File: src/core/piolc_defs.svh
/*
 Register offsets, reset values and widths for the parallel I/O line controller.
 Assumes inclusion by bare name from the package and the design module.
*/
`ifndef PIOLC_DEFS_SVH
`define PIOLC_DEFS_SVH

// ************************************************************
// Register byte offsets
// ************************************************************
`define PIOLC_OFF_OWN_EN      8'h00
`define PIOLC_OFF_OWN_DIS     8'h04
`define PIOLC_OFF_OWN_STAT    8'h08
`define PIOLC_OFF_OUT_EN      8'h10
`define PIOLC_OFF_OUT_DIS     8'h14
`define PIOLC_OFF_OUT_STAT    8'h18
`define PIOLC_OFF_LVL_SET     8'h30
`define PIOLC_OFF_LVL_CLR     8'h34
`define PIOLC_OFF_LVL         8'h38
`define PIOLC_OFF_PIN         8'h3C
`define PIOLC_OFF_OD_EN       8'h50
`define PIOLC_OFF_OD_DIS      8'h54
`define PIOLC_OFF_OD_STAT     8'h58
`define PIOLC_OFF_PU_DIS      8'h60
`define PIOLC_OFF_PU_EN       8'h64
`define PIOLC_OFF_PU_STAT     8'h68
`define PIOLC_OFF_SEL_A       8'h70
`define PIOLC_OFF_SEL_B       8'h74
`define PIOLC_OFF_SEL_STAT    8'h78
`define PIOLC_OFF_MASK_EN     8'hA0
`define PIOLC_OFF_MASK_DIS    8'hA4
`define PIOLC_OFF_MASK_STAT   8'hA8

// ************************************************************
// Reset values and widths
// ************************************************************
`define PIOLC_RST_ZERO        32'h0000_0000
`define PIOLC_RST_ONES        32'hFFFF_FFFF
`define PIOLC_ADDR_W          8
`define PIOLC_LINES           32

`endif

File: src/core/piolc_pkg.sv
/*
 Types shared by the parallel I/O line controller.
 Assumes the defs header is on the include path.
*/
`include "piolc_defs.svh"

package piolc_pkg;
   typedef logic [`PIOLC_LINES-1:0] piolc_word_t;

   typedef enum logic {
      PIOLC_IDLE,
      PIOLC_RESP
   } piolc_bus_e;

   typedef struct packed {
      piolc_bus_e  bus;
      piolc_word_t rdata;
      piolc_word_t own;
      piolc_word_t sel_b;
      piolc_word_t out_en;
      piolc_word_t lvl;
      piolc_word_t mask;
      piolc_word_t od;
      piolc_word_t pu_off;
      piolc_word_t pin_smp;
      logic        clk_run;
   } piolc_state_s;
endpackage

File: src/core/piolc_top.sv
/*
 Parallel I/O line controller: Avalon-MM register slave, pin output muxing,
 pull-up, open-drain and masked synchronous output for up to 32 lines.
 Assumes pin levels and peripheral signals are synchronous to clk, and that
 clk_enable comes from the power manager and gates pin sampling and irq.
*/
`timescale 1ns/1ps
`include "piolc_defs.svh"

// Notes on behaviour
// - Pull-up enable write clears status bit, disable write sets it, always.
// - Pull-up status reads 1 when disabled, 0 when enabled.
// - Pull-up status resets to zero, all pull-ups on.
// - Ownership reads 1 for controller, 0 for peripheral; enable sets, disable clears.
// - Lines without peripheral ignore ownership writes and always read 1.
// - Ownership reset value is a parameter, normally all ones.
// - A-select clears selection bit, B-select sets it; 0 is A, 1 is B.
// - Selection steers only output paths; both peripheral inputs see the pin.
// - Selection status resets to zero, peripheral A everywhere.
// - Under peripheral ownership the selected peripheral drives enable and level.
// - Output enable sets, disable clears; 1 drives the line under controller.
// - Set and clear writes change output level bits that drive enabled lines.
// - Output enable and level update even while a peripheral owns the line.
// - Direct level write changes only bits whose mask bit is set.
// - Mask enable sets, mask disable clears, visible in mask status.
// - Mask status resets to zero, direct writes disabled.
// - Open-drain lines are only pulled low or released, never driven high.
// - Open-drain enable sets, disable clears, regardless of ownership.
// - Open-drain status resets to zero.
// - Configuration writes work without controller clock; pin reads need it.
// - Interrupt output asserts only with clock enabled; clock off after reset.
// - Pin level register returns the line level sampled while the clock is enabled and holds it while disabled.
module piolc_top
   import piolc_pkg::*;
#(
   parameter logic [31:0] MUX_LINES = 32'hFFFF_FFFF,
   parameter logic [31:0] OWN_RESET = 32'hFFFF_FFFF
) (
   input  wire logic        clk,
   input  wire logic        rst,
   input  wire logic        clk_enable,
   input  wire logic [7:0]  avs_address,
   input  wire logic        avs_read,
   input  wire logic        avs_write,
   input  wire logic [31:0] avs_writedata,
   input  wire logic [3:0]  avs_byteenable,
   output logic      [31:0] avs_readdata,
   output logic             avs_waitrequest,
   input  wire logic [31:0] pin_in,
   output logic      [31:0] pin_out,
   output logic      [31:0] pin_oe,
   output logic      [31:0] pullup_on,
   input  wire logic [31:0] periph_a_out,
   input  wire logic [31:0] periph_a_oe,
   input  wire logic [31:0] periph_b_out,
   input  wire logic [31:0] periph_b_oe,
   output logic      [31:0] periph_a_in,
   output logic      [31:0] periph_b_in,
   input  wire logic        line_irq_in,
   output logic             irq
);

   // ************************************************************
   // State
   // ************************************************************
   piolc_state_s state_reg;
   piolc_state_s state_next;
   logic [31:0]  wmask;
   logic [31:0]  own_view;
   logic [31:0]  drv_en;
   logic [31:0]  drv_lvl;

   // Expands byte enables so a partial-word write acts only on its lanes.
   function automatic logic [31:0] lane_mask(input logic [3:0] be);
      lane_mask = {{8{be[3]}}, {8{be[2]}}, {8{be[1]}}, {8{be[0]}}};
   endfunction

   // Bitwise set/clear update shared by every register triplet.
   function automatic logic [31:0] set_clr(input logic [31:0] cur,
                                           input logic [31:0] set_bits,
                                           input logic [31:0] clr_bits);
      set_clr = (cur | set_bits) & ~clr_bits;
   endfunction

   assign wmask    = avs_writedata & lane_mask(avs_byteenable);
   assign own_view = state_reg.own | ~MUX_LINES;

   // ************************************************************
   // Next state
   // ************************************************************
   always_comb begin
      logic hit;
      logic [31:0] rd;
      // Writes commit only on the waitrequest-low edge, so a held request lands once.
      hit = avs_write && state_reg.bus == PIOLC_RESP;
      rd  = `PIOLC_RST_ZERO;
      state_next = state_reg;
      state_next.clk_run = clk_enable;
      if (clk_enable) begin
         state_next.pin_smp = pin_in;
      end
      if (hit) begin
         case (avs_address)
            `PIOLC_OFF_OWN_EN: state_next.own =
               set_clr(state_reg.own, wmask & MUX_LINES, '0);
            `PIOLC_OFF_OWN_DIS: state_next.own =
               set_clr(state_reg.own, '0, wmask & MUX_LINES);
            `PIOLC_OFF_OUT_EN: state_next.out_en =
               set_clr(state_reg.out_en, wmask, '0);
            `PIOLC_OFF_OUT_DIS: state_next.out_en =
               set_clr(state_reg.out_en, '0, wmask);
            `PIOLC_OFF_LVL_SET: state_next.lvl =
               set_clr(state_reg.lvl, wmask, '0);
            `PIOLC_OFF_LVL_CLR: state_next.lvl =
               set_clr(state_reg.lvl, '0, wmask);
            `PIOLC_OFF_LVL: state_next.lvl =
               (state_reg.lvl & ~(state_reg.mask & lane_mask(avs_byteenable)))
               | (avs_writedata & state_reg.mask
                  & lane_mask(avs_byteenable));
            `PIOLC_OFF_OD_EN: state_next.od =
               set_clr(state_reg.od, wmask, '0);
            `PIOLC_OFF_OD_DIS: state_next.od =
               set_clr(state_reg.od, '0, wmask);
            `PIOLC_OFF_PU_EN: state_next.pu_off =
               set_clr(state_reg.pu_off, '0, wmask);
            `PIOLC_OFF_PU_DIS: state_next.pu_off =
               set_clr(state_reg.pu_off, wmask, '0);
            `PIOLC_OFF_SEL_A: state_next.sel_b =
               set_clr(state_reg.sel_b, '0, wmask);
            `PIOLC_OFF_SEL_B: state_next.sel_b =
               set_clr(state_reg.sel_b, wmask, '0);
            `PIOLC_OFF_MASK_EN: state_next.mask =
               set_clr(state_reg.mask, wmask, '0);
            `PIOLC_OFF_MASK_DIS: state_next.mask =
               set_clr(state_reg.mask, '0, wmask);
            default: begin
            end
         endcase
      end
      case (avs_address)
         `PIOLC_OFF_OWN_STAT:  rd = own_view;
         `PIOLC_OFF_OUT_STAT:  rd = state_reg.out_en;
         `PIOLC_OFF_LVL:       rd = state_reg.lvl;
         `PIOLC_OFF_PIN:       rd = state_reg.pin_smp;
         `PIOLC_OFF_OD_STAT:   rd = state_reg.od;
         `PIOLC_OFF_PU_STAT:   rd = state_reg.pu_off;
         `PIOLC_OFF_SEL_STAT:  rd = state_reg.sel_b;
         `PIOLC_OFF_MASK_STAT: rd = state_reg.mask;
         default:              rd = `PIOLC_RST_ZERO;
      endcase
      // Every access takes one wait cycle, so read data is always registered.
      case (state_reg.bus)
         PIOLC_IDLE: begin
            if (avs_read || avs_write) begin
               state_next.bus   = PIOLC_RESP;
               state_next.rdata = avs_read ? rd : `PIOLC_RST_ZERO;
            end
         end
         PIOLC_RESP: state_next.bus = PIOLC_IDLE;
         default:    state_next.bus = PIOLC_IDLE;
      endcase
   end

   // ************************************************************
   // Registers
   // ************************************************************
   always_ff @(posedge clk) begin
      if (rst) begin
         state_reg.bus     <= PIOLC_IDLE;
         state_reg.rdata   <= `PIOLC_RST_ZERO;
         state_reg.own     <= OWN_RESET;
         state_reg.sel_b   <= `PIOLC_RST_ZERO;
         state_reg.out_en  <= `PIOLC_RST_ZERO;
         state_reg.lvl     <= `PIOLC_RST_ZERO;
         state_reg.mask    <= `PIOLC_RST_ZERO;
         state_reg.od      <= `PIOLC_RST_ZERO;
         state_reg.pu_off  <= `PIOLC_RST_ZERO;
         state_reg.pin_smp <= `PIOLC_RST_ZERO;
         state_reg.clk_run <= 1'b0;
      end else begin
         state_reg <= state_next;
      end
   end

   // ************************************************************
   // Pin muxing
   // ************************************************************
   for (genvar i = 0; i < `PIOLC_LINES; i++) begin : g_line
      // A peripheral's drive choice reaches the pin only once the controller lets go.
      assign drv_en[i]  = own_view[i] ? state_reg.out_en[i]
                        : state_reg.sel_b[i] ? periph_b_oe[i] : periph_a_oe[i];
      assign drv_lvl[i] = own_view[i] ? state_reg.lvl[i]
                        : state_reg.sel_b[i] ? periph_b_out[i] : periph_a_out[i];
   end

   // Open drain releases the line instead of driving a high level.
   assign pin_oe  = drv_en & ~(state_reg.od & drv_lvl);
   assign pin_out = drv_lvl & ~state_reg.od;

   assign pullup_on       = ~state_reg.pu_off;
   assign periph_a_in     = pin_in;
   assign periph_b_in     = pin_in;
   assign avs_readdata    = state_reg.rdata;
   assign avs_waitrequest = (avs_read || avs_write) && state_reg.bus == PIOLC_IDLE;
   assign irq             = line_irq_in & state_reg.clk_run;

endmodule

File: config.mk
export PLATFORM = sky130hd
export DESIGN_NAME = piolc_top
export DESIGN_NICKNAME = d
export VERILOG_FILES = /design/src/core/piolc_pkg.sv /design/src/core/piolc_top.sv
export VERILOG_INCLUDE_DIRS = /design/src /design/src/core
export SDC_FILE = /design/constraint.sdc
export NUM_CORES = 1
export LEC_CHECK = 0
export ABC_AREA = 1
export BUFFER_PORTS_ARGS = -buffer_cell sky130_fd_sc_hd__buf_2
export CAP_MARGIN = 10
export CORE_MARGIN = 2
export CORE_UTILIZATION = 59
export CTS_CLUSTER_DIAMETER = 40
export DETAILED_ROUTE_END_ITERATION = 12
export HOLD_SLACK_MARGIN = 0.03
export PLACE_DENSITY = 0.86
export SLEW_MARGIN = 30
export SYNTH_ARGS = -nofsm -noshare
export SYNTH_HDL_FRONTEND = slang
export SYNTH_SLANG_ARGS = --single-unit
File: constraint.sdc
create_clock -name clk -period 4.6 [get_ports clk]
set_clock_uncertainty 0.1 [all_clocks]
set_input_delay 0.23 -clock clk [delete_from_list [all_inputs] [get_ports clk]]
set_output_delay 0.23 -clock clk [all_outputs]
set_load 0.02 [all_outputs]
==> summary.md, run 1 <==
| Metric | Value |
|---|---|
| DRT Wirelength | 61.7 mm |
| DIE AREA | roughly 30000 um^2 |
| Worst setup path class | reg -> reg |
| Layout cells sized above 1 | 18.3% |
| Slew @ Worst Pin | around 1.1 ns |
| FF-to-FF Start | state_reg[289] |
| Pins Over Slew Limit | 0 |
| Critical Path RT | slightly below 5 ns |
| Vias in the first global route | 18428 |
| Starting DRT DRC Count | ~2600 |
| Num Clock Sinks | just under 300 |
| Synth Area per Inst | 6.53 um^2 |
| Wire per inst | 18.7 um |
| Worst-Skew Late Latency | between 0.5 and 0.6 ns |
| Layout fillers | 2349 |
| Max Clk Rate | 359 MHz |
| Post-DP HPWL | around 40 mm |
| Worst Setup End Kind | flop |
| TritonCTS clock tree | built |
| CP arrival | 3.06 ns |
| YS warnings | 0 |
| H-tree depth | 2 |
| Seq/Total Area, Yosys | 33.8% |
| Antenna viol nets, final | 0 |
| Area grow syn2layout | 18.8% |
| Critical Path Fanout Max | 26 |
| Minimum hold slack | between 0.03 and 0.04 ns |
| Post-synthesis cell count | 2632 |
| Period minus WS final | about 2.8 ns |
| # DRC | 0 |
| Max cap viols | 0 |
| PortBufs | 403 |
| Critical path's slowest cell | buf_4 |
| Crit start category | flop |
| Total global-route track usage | 38.4% |
| Maximum vdd drop | 0.214 mV |
| Via count | 20284 |
| # setup viols final | 0 |
| HP Class | in -> reg |
| Vias/cell | 6.14 |
| Total negative setup slack | 0 ns |
| Placement row count | 62 |
| Power per cell area | 299 nW/um^2 |
| Mapped Nets | around 2800 |
| Initial DRT Pass Iterations | 7 |
| Die Ht | roughly 170 um |
| Fin. Hold Viols | 0 |
| #FFs+latches synth | slightly below 300 |
| Initial antenna violation count | 2 |
| Root buffer cell | clkbuf_16 |
| CP Cell Sequence | nand2_1 > nor2_4 > inv_2 > nor3_4 > buf_4 > nand2_1 > a21oi_1 > o21ai_1 |
| Initial Utilization | 59.9% |
| Slowest stage delay, CP | 0.52 ns |
| GR Overflow Total | 0 |
| Final #Nets | 3093 |
| Status | complete, no violations |
| CP most frequent cell | nand2_1 |
| I/O pin count | 404 |
| Library cells used by synthesis | 25 |
| RSZ-0062 raised after global routing | false |
| Core box area | roughly 29000 um^2 |
| Slew headroom | 27.7% |
| Pin count of the biggest net entering global routing | 225 |
| Area of the mapped netlist | 17200 um^2 |
| First-pass GRT wire length | 94.7 mm |
| Lkg Pwr | 9.30 nW |
| Fin crit share | 60.5% |
| DIE WIDTH | 175 um |
| HP Start | avs_writedata[11] |
| Total CTS buffers | 41 |
| Clk slew on worst S/H paths | 0.05 ns |
| Clk buf depth | 3 |
| Post-CTS setup buffer count | 0 |
| Worst setup startpoint | state_reg[289] |
| Final RePlAce weighted congestion | 1.02 |
routing by layer:
metal | vias to the layer above | global-route usage, % | part of all wire [%]
li1 | 9330 | - | -
met3 | 280 | 6.11 | 11
met1 | 9189 | 47.5 | 36
met5 | - | 0 | 0.019
met4 | 2 | 25.9 | 6.8
met2 | 1483 | 61.9 | 45
stage by stage:
| step | util, % | setup WS [ns] | power (mW) | std cells | area (um^2) |
|---|---|---|---|---|---|
| floorplan | - | 3.05 | 2.90 | 2632 | 17200 |
| global placement | 64.2 | 1.85 | 3.08 | 3167 | 18400 |
| detailed placement | 64.2 | 1.74 | 3.09 | 3167 | 18400 |
| CTS | 70.6 | 1.91 | 6.07 | 3294 | 20300 |
| global route | 71.1 | 1.80 | 6.25 | 3300 | 20400 |
| finish | 71.1 | 1.81 | 6.10 | 3302 | 20400 |
power breakdown:
part           total [mW]  internal, mW  switching [mW]
Clock                3.00          1.74            1.26
Combinational       0.540         0.171           0.370
Sequential           2.56          2.54          0.0258
worst max-delay path, delay by kind of cell (launching register included):
family / cells / cell delay, ns
AOI/OAI and AO/OA: 2 / 0.26
buffers and inverters: 2 / 0.67
DFF: 1 / 0.37
and+or+nand+nor: 4 / 1.22
cells in the final DEF (no fill, tap or decap), drive strengths merged:
cell type | synthesis | routed
a21oi | 256 | 256
dfxtp | 290 | 290
nand2 | 528 | 528
buf | 189 | 426
nor3 | 4 | 4
dlygate4sd3 | 0 | 52
clkbuf | 81 | 49
o211ai | 32 | 32
diode | 0 | 3
o311a | 64 | 64
clkinv | 0 | 17
o21bai | 64 | 64
inv | 207 | 211
nand4 | 32 | 32
clkinvlp | 0 | 5
nand3 | 354 | 354
and2 | 1 | 1
o21ai | 224 | 224
o31ai | 32 | 32
nor2 | 274 | 274
synth_stat cells, drive strengths merged:
cell | number | area share (%)
nand3 | 354 | 10
clkbuf | 81 | 1.8
o211ai | 32 | 1.4
o21bai | 64 | 2.8
nand4 | 32 | 1.2
a21oi | 256 | 7.5
o311a | 64 | 3.7
nand2 | 528 | 12
nor2 | 274 | 6.1
and2 | 1 | 0.036
inv | 207 | 4.5
o21ai | 224 | 6.5
buf | 189 | 7.0
nor3 | 4 | 0.34
dfxtp | 290 | 34
o31ai | 32 | 1.4
area by class of cell:
| type | count | area, um^2 | area share (%) |
|---|---|---|---|
| timing repair buffer | 478 | 2840 | 13.9 |
| clock inverter | 26 | 216 | 1.06 |
| multi-input combinational | 1865 | 9190 | 45.0 |
| tap | 384 | 480 | 2.35 |
| antenna | 3 | 7.51 | 0.0368 |
| clock buffer | 49 | 1100 | 5.37 |
| sequential | 290 | 5810 | 28.4 |
| inverter | 207 | 781 | 3.83 |
timing repair:
item                      in CTS  in global routing
hold endpoints to repair      52                  0
resized for setup              0                  0
hold buffers                  52                  0
cell families after synthesis:
kind of cell | after synthesis | share of synthesized area, %
simple gates | 1193 | 29.6
compound gates | 672 | 23.3
buf+inv | 477 | 13.3
flops | 290 | 33.8
final timing paths:
| check | to | slack [ns] | cells after the start |
|---|---|---|---|
| max | flop | 1.81 | 8 |
| min | state_reg[140] | 0.03 | 5 |
| max reg2reg | flop | 1.81 | 8 |
| min reg2reg | avs_readdata[10] | 0.37 | 2 |
(Power assumes the default switching activity.)
==> run 2: changes to the inputs <==
- CORE_UTILIZATION: 59 -> 50
- PLACE_DENSITY: 0.86 -> 0.77
- clock period: 4.6 -> 2.4 ns (I/O delays scaled with it)
==> run 2 against run 1 <==
Total power grew 100%. Cell area up 3.3%. Combinational power is 100% higher. Maximum frequency up 38%. Worst setup slack worse by 1.4 ns. Global-route usage is 3.9 points lower. Core utilization down 8.5 points. Die area grew 18%. Routed wire length rose by 4.7%. Sequential power up 91%. Register-to-register slack worse by 1.4 ns. First-iteration DRC count fell by 7.5%. Largest cell class unchanged.
==> summary.md, run 2 (same netlist as run 1, synthesis figures left out) <==
| Metric | Value |
|---|---|
| Placement row count | 67 (+8.1%) |
| Final #Nets | 3139 (+1.5%) |
| CP most frequent cell | nand2_1 |
| Starting DRT DRC Count | 2380 (-7.5%) |
| Core box area | 33700 um^2 (+17%) |
| Worst Setup End Kind | flop |
| Maximum vdd drop | 0.467 mV (+120%) |
| Post-DP HPWL | 43.2 mm (+9.4%) |
| Design area | 21100 um^2 (+3.3%) |
| Initial DRT Pass Iterations | 6 (-1) |
| TritonCTS clock tree | built |
| Max Clk Rate | 494 MHz (+38%) |
| Crit start category | flop |
| Total CTS buffers | 42 (+2.4%) |
| DIE WIDTH | 189 um (+8.4%) |
| Pins Over Slew Limit | 0 (unchanged) |
| # DRC | 0 (unchanged) |
| Layout fillers | 3088 (+31%) |
| Pin count of the biggest net entering global routing | 99 (-56%) |
| RSZ-0062 raised after global routing | false |
| Max cap viols | 0 (unchanged) |
| Footprint of the multi-input gates | 9190 um^2 (unchanged) |
| Most frequent cells in the layout | nand2_1, buf_2, nand3_1, dfxtp_1, nor2_1 |
| Final RePlAce weighted congestion | 0.938 (-8.1%) |
| PortBufs | 403 (unchanged) |
| Antenna viol nets, final | 0 (unchanged) |
| # setup viols final | 0 (unchanged) |
| Period minus WS final | 2.02 ns (-0.761 ns) |
| Commonest non-fill, non-tap cell in the layout | nand2_1 |
| CP arrival | 2.33 ns (-0.73 ns) |
| H-tree depth | 2 (unchanged) |
| Vias in the first global route | 18816 (+2.1%) |
| First-pass GRT wire length | 99.2 mm (+4.8%) |
| Layout cells sized above 1 | 19.1% (+0.84 points) |
| Delay-heaviest family, CP | simple AND/OR/NAND/NOR gates |
| Area grow syn2layout | 22.8% |
| Num Clock Sinks | 290 (unchanged) |
| Via count | 20199 (-0.42%) |
| Power per cell area | 585 nW/um^2 (+96%) |
| Seq. cell area | 5810 um^2 (unchanged) |
| Initial antenna violation count | 5 (+3) |
| I/O pin count | 404 (unchanged) |
| Critical Path RT | 2.70 ns (-2.18 ns) |
| Fin crit share | 84.3% (+24 points) |
| Clk slew on worst S/H paths | 0.06 ns (about the same) |
| DIE AREA | 35900 um^2 (+18%) |
| Slew @ Worst Pin | 0.937 ns (-0.145 ns) |
| Root buffer cell | clkbuf_16 |
| Status | complete, no violations |
| Fin. Hold Viols | 0 (unchanged) |
| HP Class | in -> reg |
| Total negative setup slack | 0 ns (unchanged) |
| Clk buf depth | 3 (unchanged) |
| Lkg Pwr | 9.61 nW (+3.4%) |
| Core Util, Final | 62.6% (-8.5 points) |
| Die Ht | 189 um (+8.4%) |
| Slew headroom | 37.5% (+9.8 points) |
| Cell Area, Placed | 19000 um^2 (+2.9%) |
| Worst-Skew Late Latency | 0.53 ns (about the same) |
| Initial Utilization | 51.0% (-8.9 points) |
| GR Overflow Total | 0 (unchanged) |
| Slowest stage delay, CP | 0.37 ns (-0.15 ns) |
| Critical path buffer and inverter count | 2 (unchanged) |
| Critical path's slowest cell | dfxtp_1 |
| CP Cell Sequence | nand2_1 > nor2_4 > inv_2 > nor3_4 > buf_4 > nand2_1 > a21oi_1 > o21ai_0 |
| Total global-route track usage | 34.5% (-3.9 points) |
| Vias/cell | 5.92 (-3.6%) |
| Wire per inst | 18.9 um (+1.3%) |
| DRT Wirelength | 64.6 mm (+4.7%) |
| Post-cts sizing count | 0 (unchanged) |
| Overall Power | 12.3 mW (+100%) |
| Minimum hold slack | 0.0516 ns (+0.0169 ns) |
| Worst setup path class | reg -> reg |
| Critical Path Fanout Max | 18 (-31%) |
run 2: cell types whose count changed in the layout (fill, tap and decap cells not counted), sizes merged:
cell	before	now
buf	426	459
dlygate4sd3	52	64
clkinv	17	9
clkbuf	49	55
bufinv	0	4
inv	211	208
diode	3	5
run 2: layout make-up:
class	count	area share [%]
Antenna cell	5	0.0593
Tap cell	448	2.66
Inverter	207	3.71
Timing Repair Buffer	523	15.6
Sequential cell	290	27.5
Multi-Input combinational cell	1865	43.6
Clock inverter	19	1.09
Clock buffer	55	5.85
run 2: power breakdown:
group | switching (mW) | internal (mW) | leakage, nW | total, mW
registers | 0.0365 | 4.86 | 2.35 | 4.90
logic | 0.723 | 0.355 | 6.56 | 1.08
clock network | 2.32 | 4.05 | 0.708 | 6.37
total | 3.08 | 9.27 | 9.61 | 12.3
run 2: final timing paths:
kind / slack [ns] / startpoint / cells after the start / endpoint
setup / recovery: 0.38 / state_reg[289] / 8 / flop
hold / removal: 0.05 / rst / 4 / flop
setup reg to reg: 0.38 / state_reg[289] / 8 / flop
hold reg to reg: 0.36 / avs_readdata[0] / 2 / avs_readdata[0]
run 2: metal layers:
| layer | global-route usage [%] | part of all wire, % | up-vias |
|---|---|---|---|
| met3 | 6.01 | 11 | 250 |
| met5 | 0 | 0 | - |
| li1 | - | - | 9422 |
| met1 | 43.2 | 38 | 9234 |
| met2 | 55.6 | 45 | 1293 |
| met4 | 20.5 | 6.1 | 0 |
run 2: tightest hold or removal path: cells and delay by family:
kind / cells / cell delay, ns
AO/OA/AOI/OAI: 2 / 0.20
buffers and inverters: 2 / 0.30
run 2: stage by stage:
step                      worst slack (ns)  std cells
final                                0.376       3412
after global routing                 0.162       3410
after CTS                            0.399       3407
after detailed placement             0.374       3269
after global placement               0.428       3269
after floorplan                      0.905       2632
run 2: repair_timing:
action                                 in CTS  in global routing
hold buffers                               64                  0
endpoints found under the hold margin      76                  0
setup buffers                               0                  0
setup endpoints to repair                   0                  0
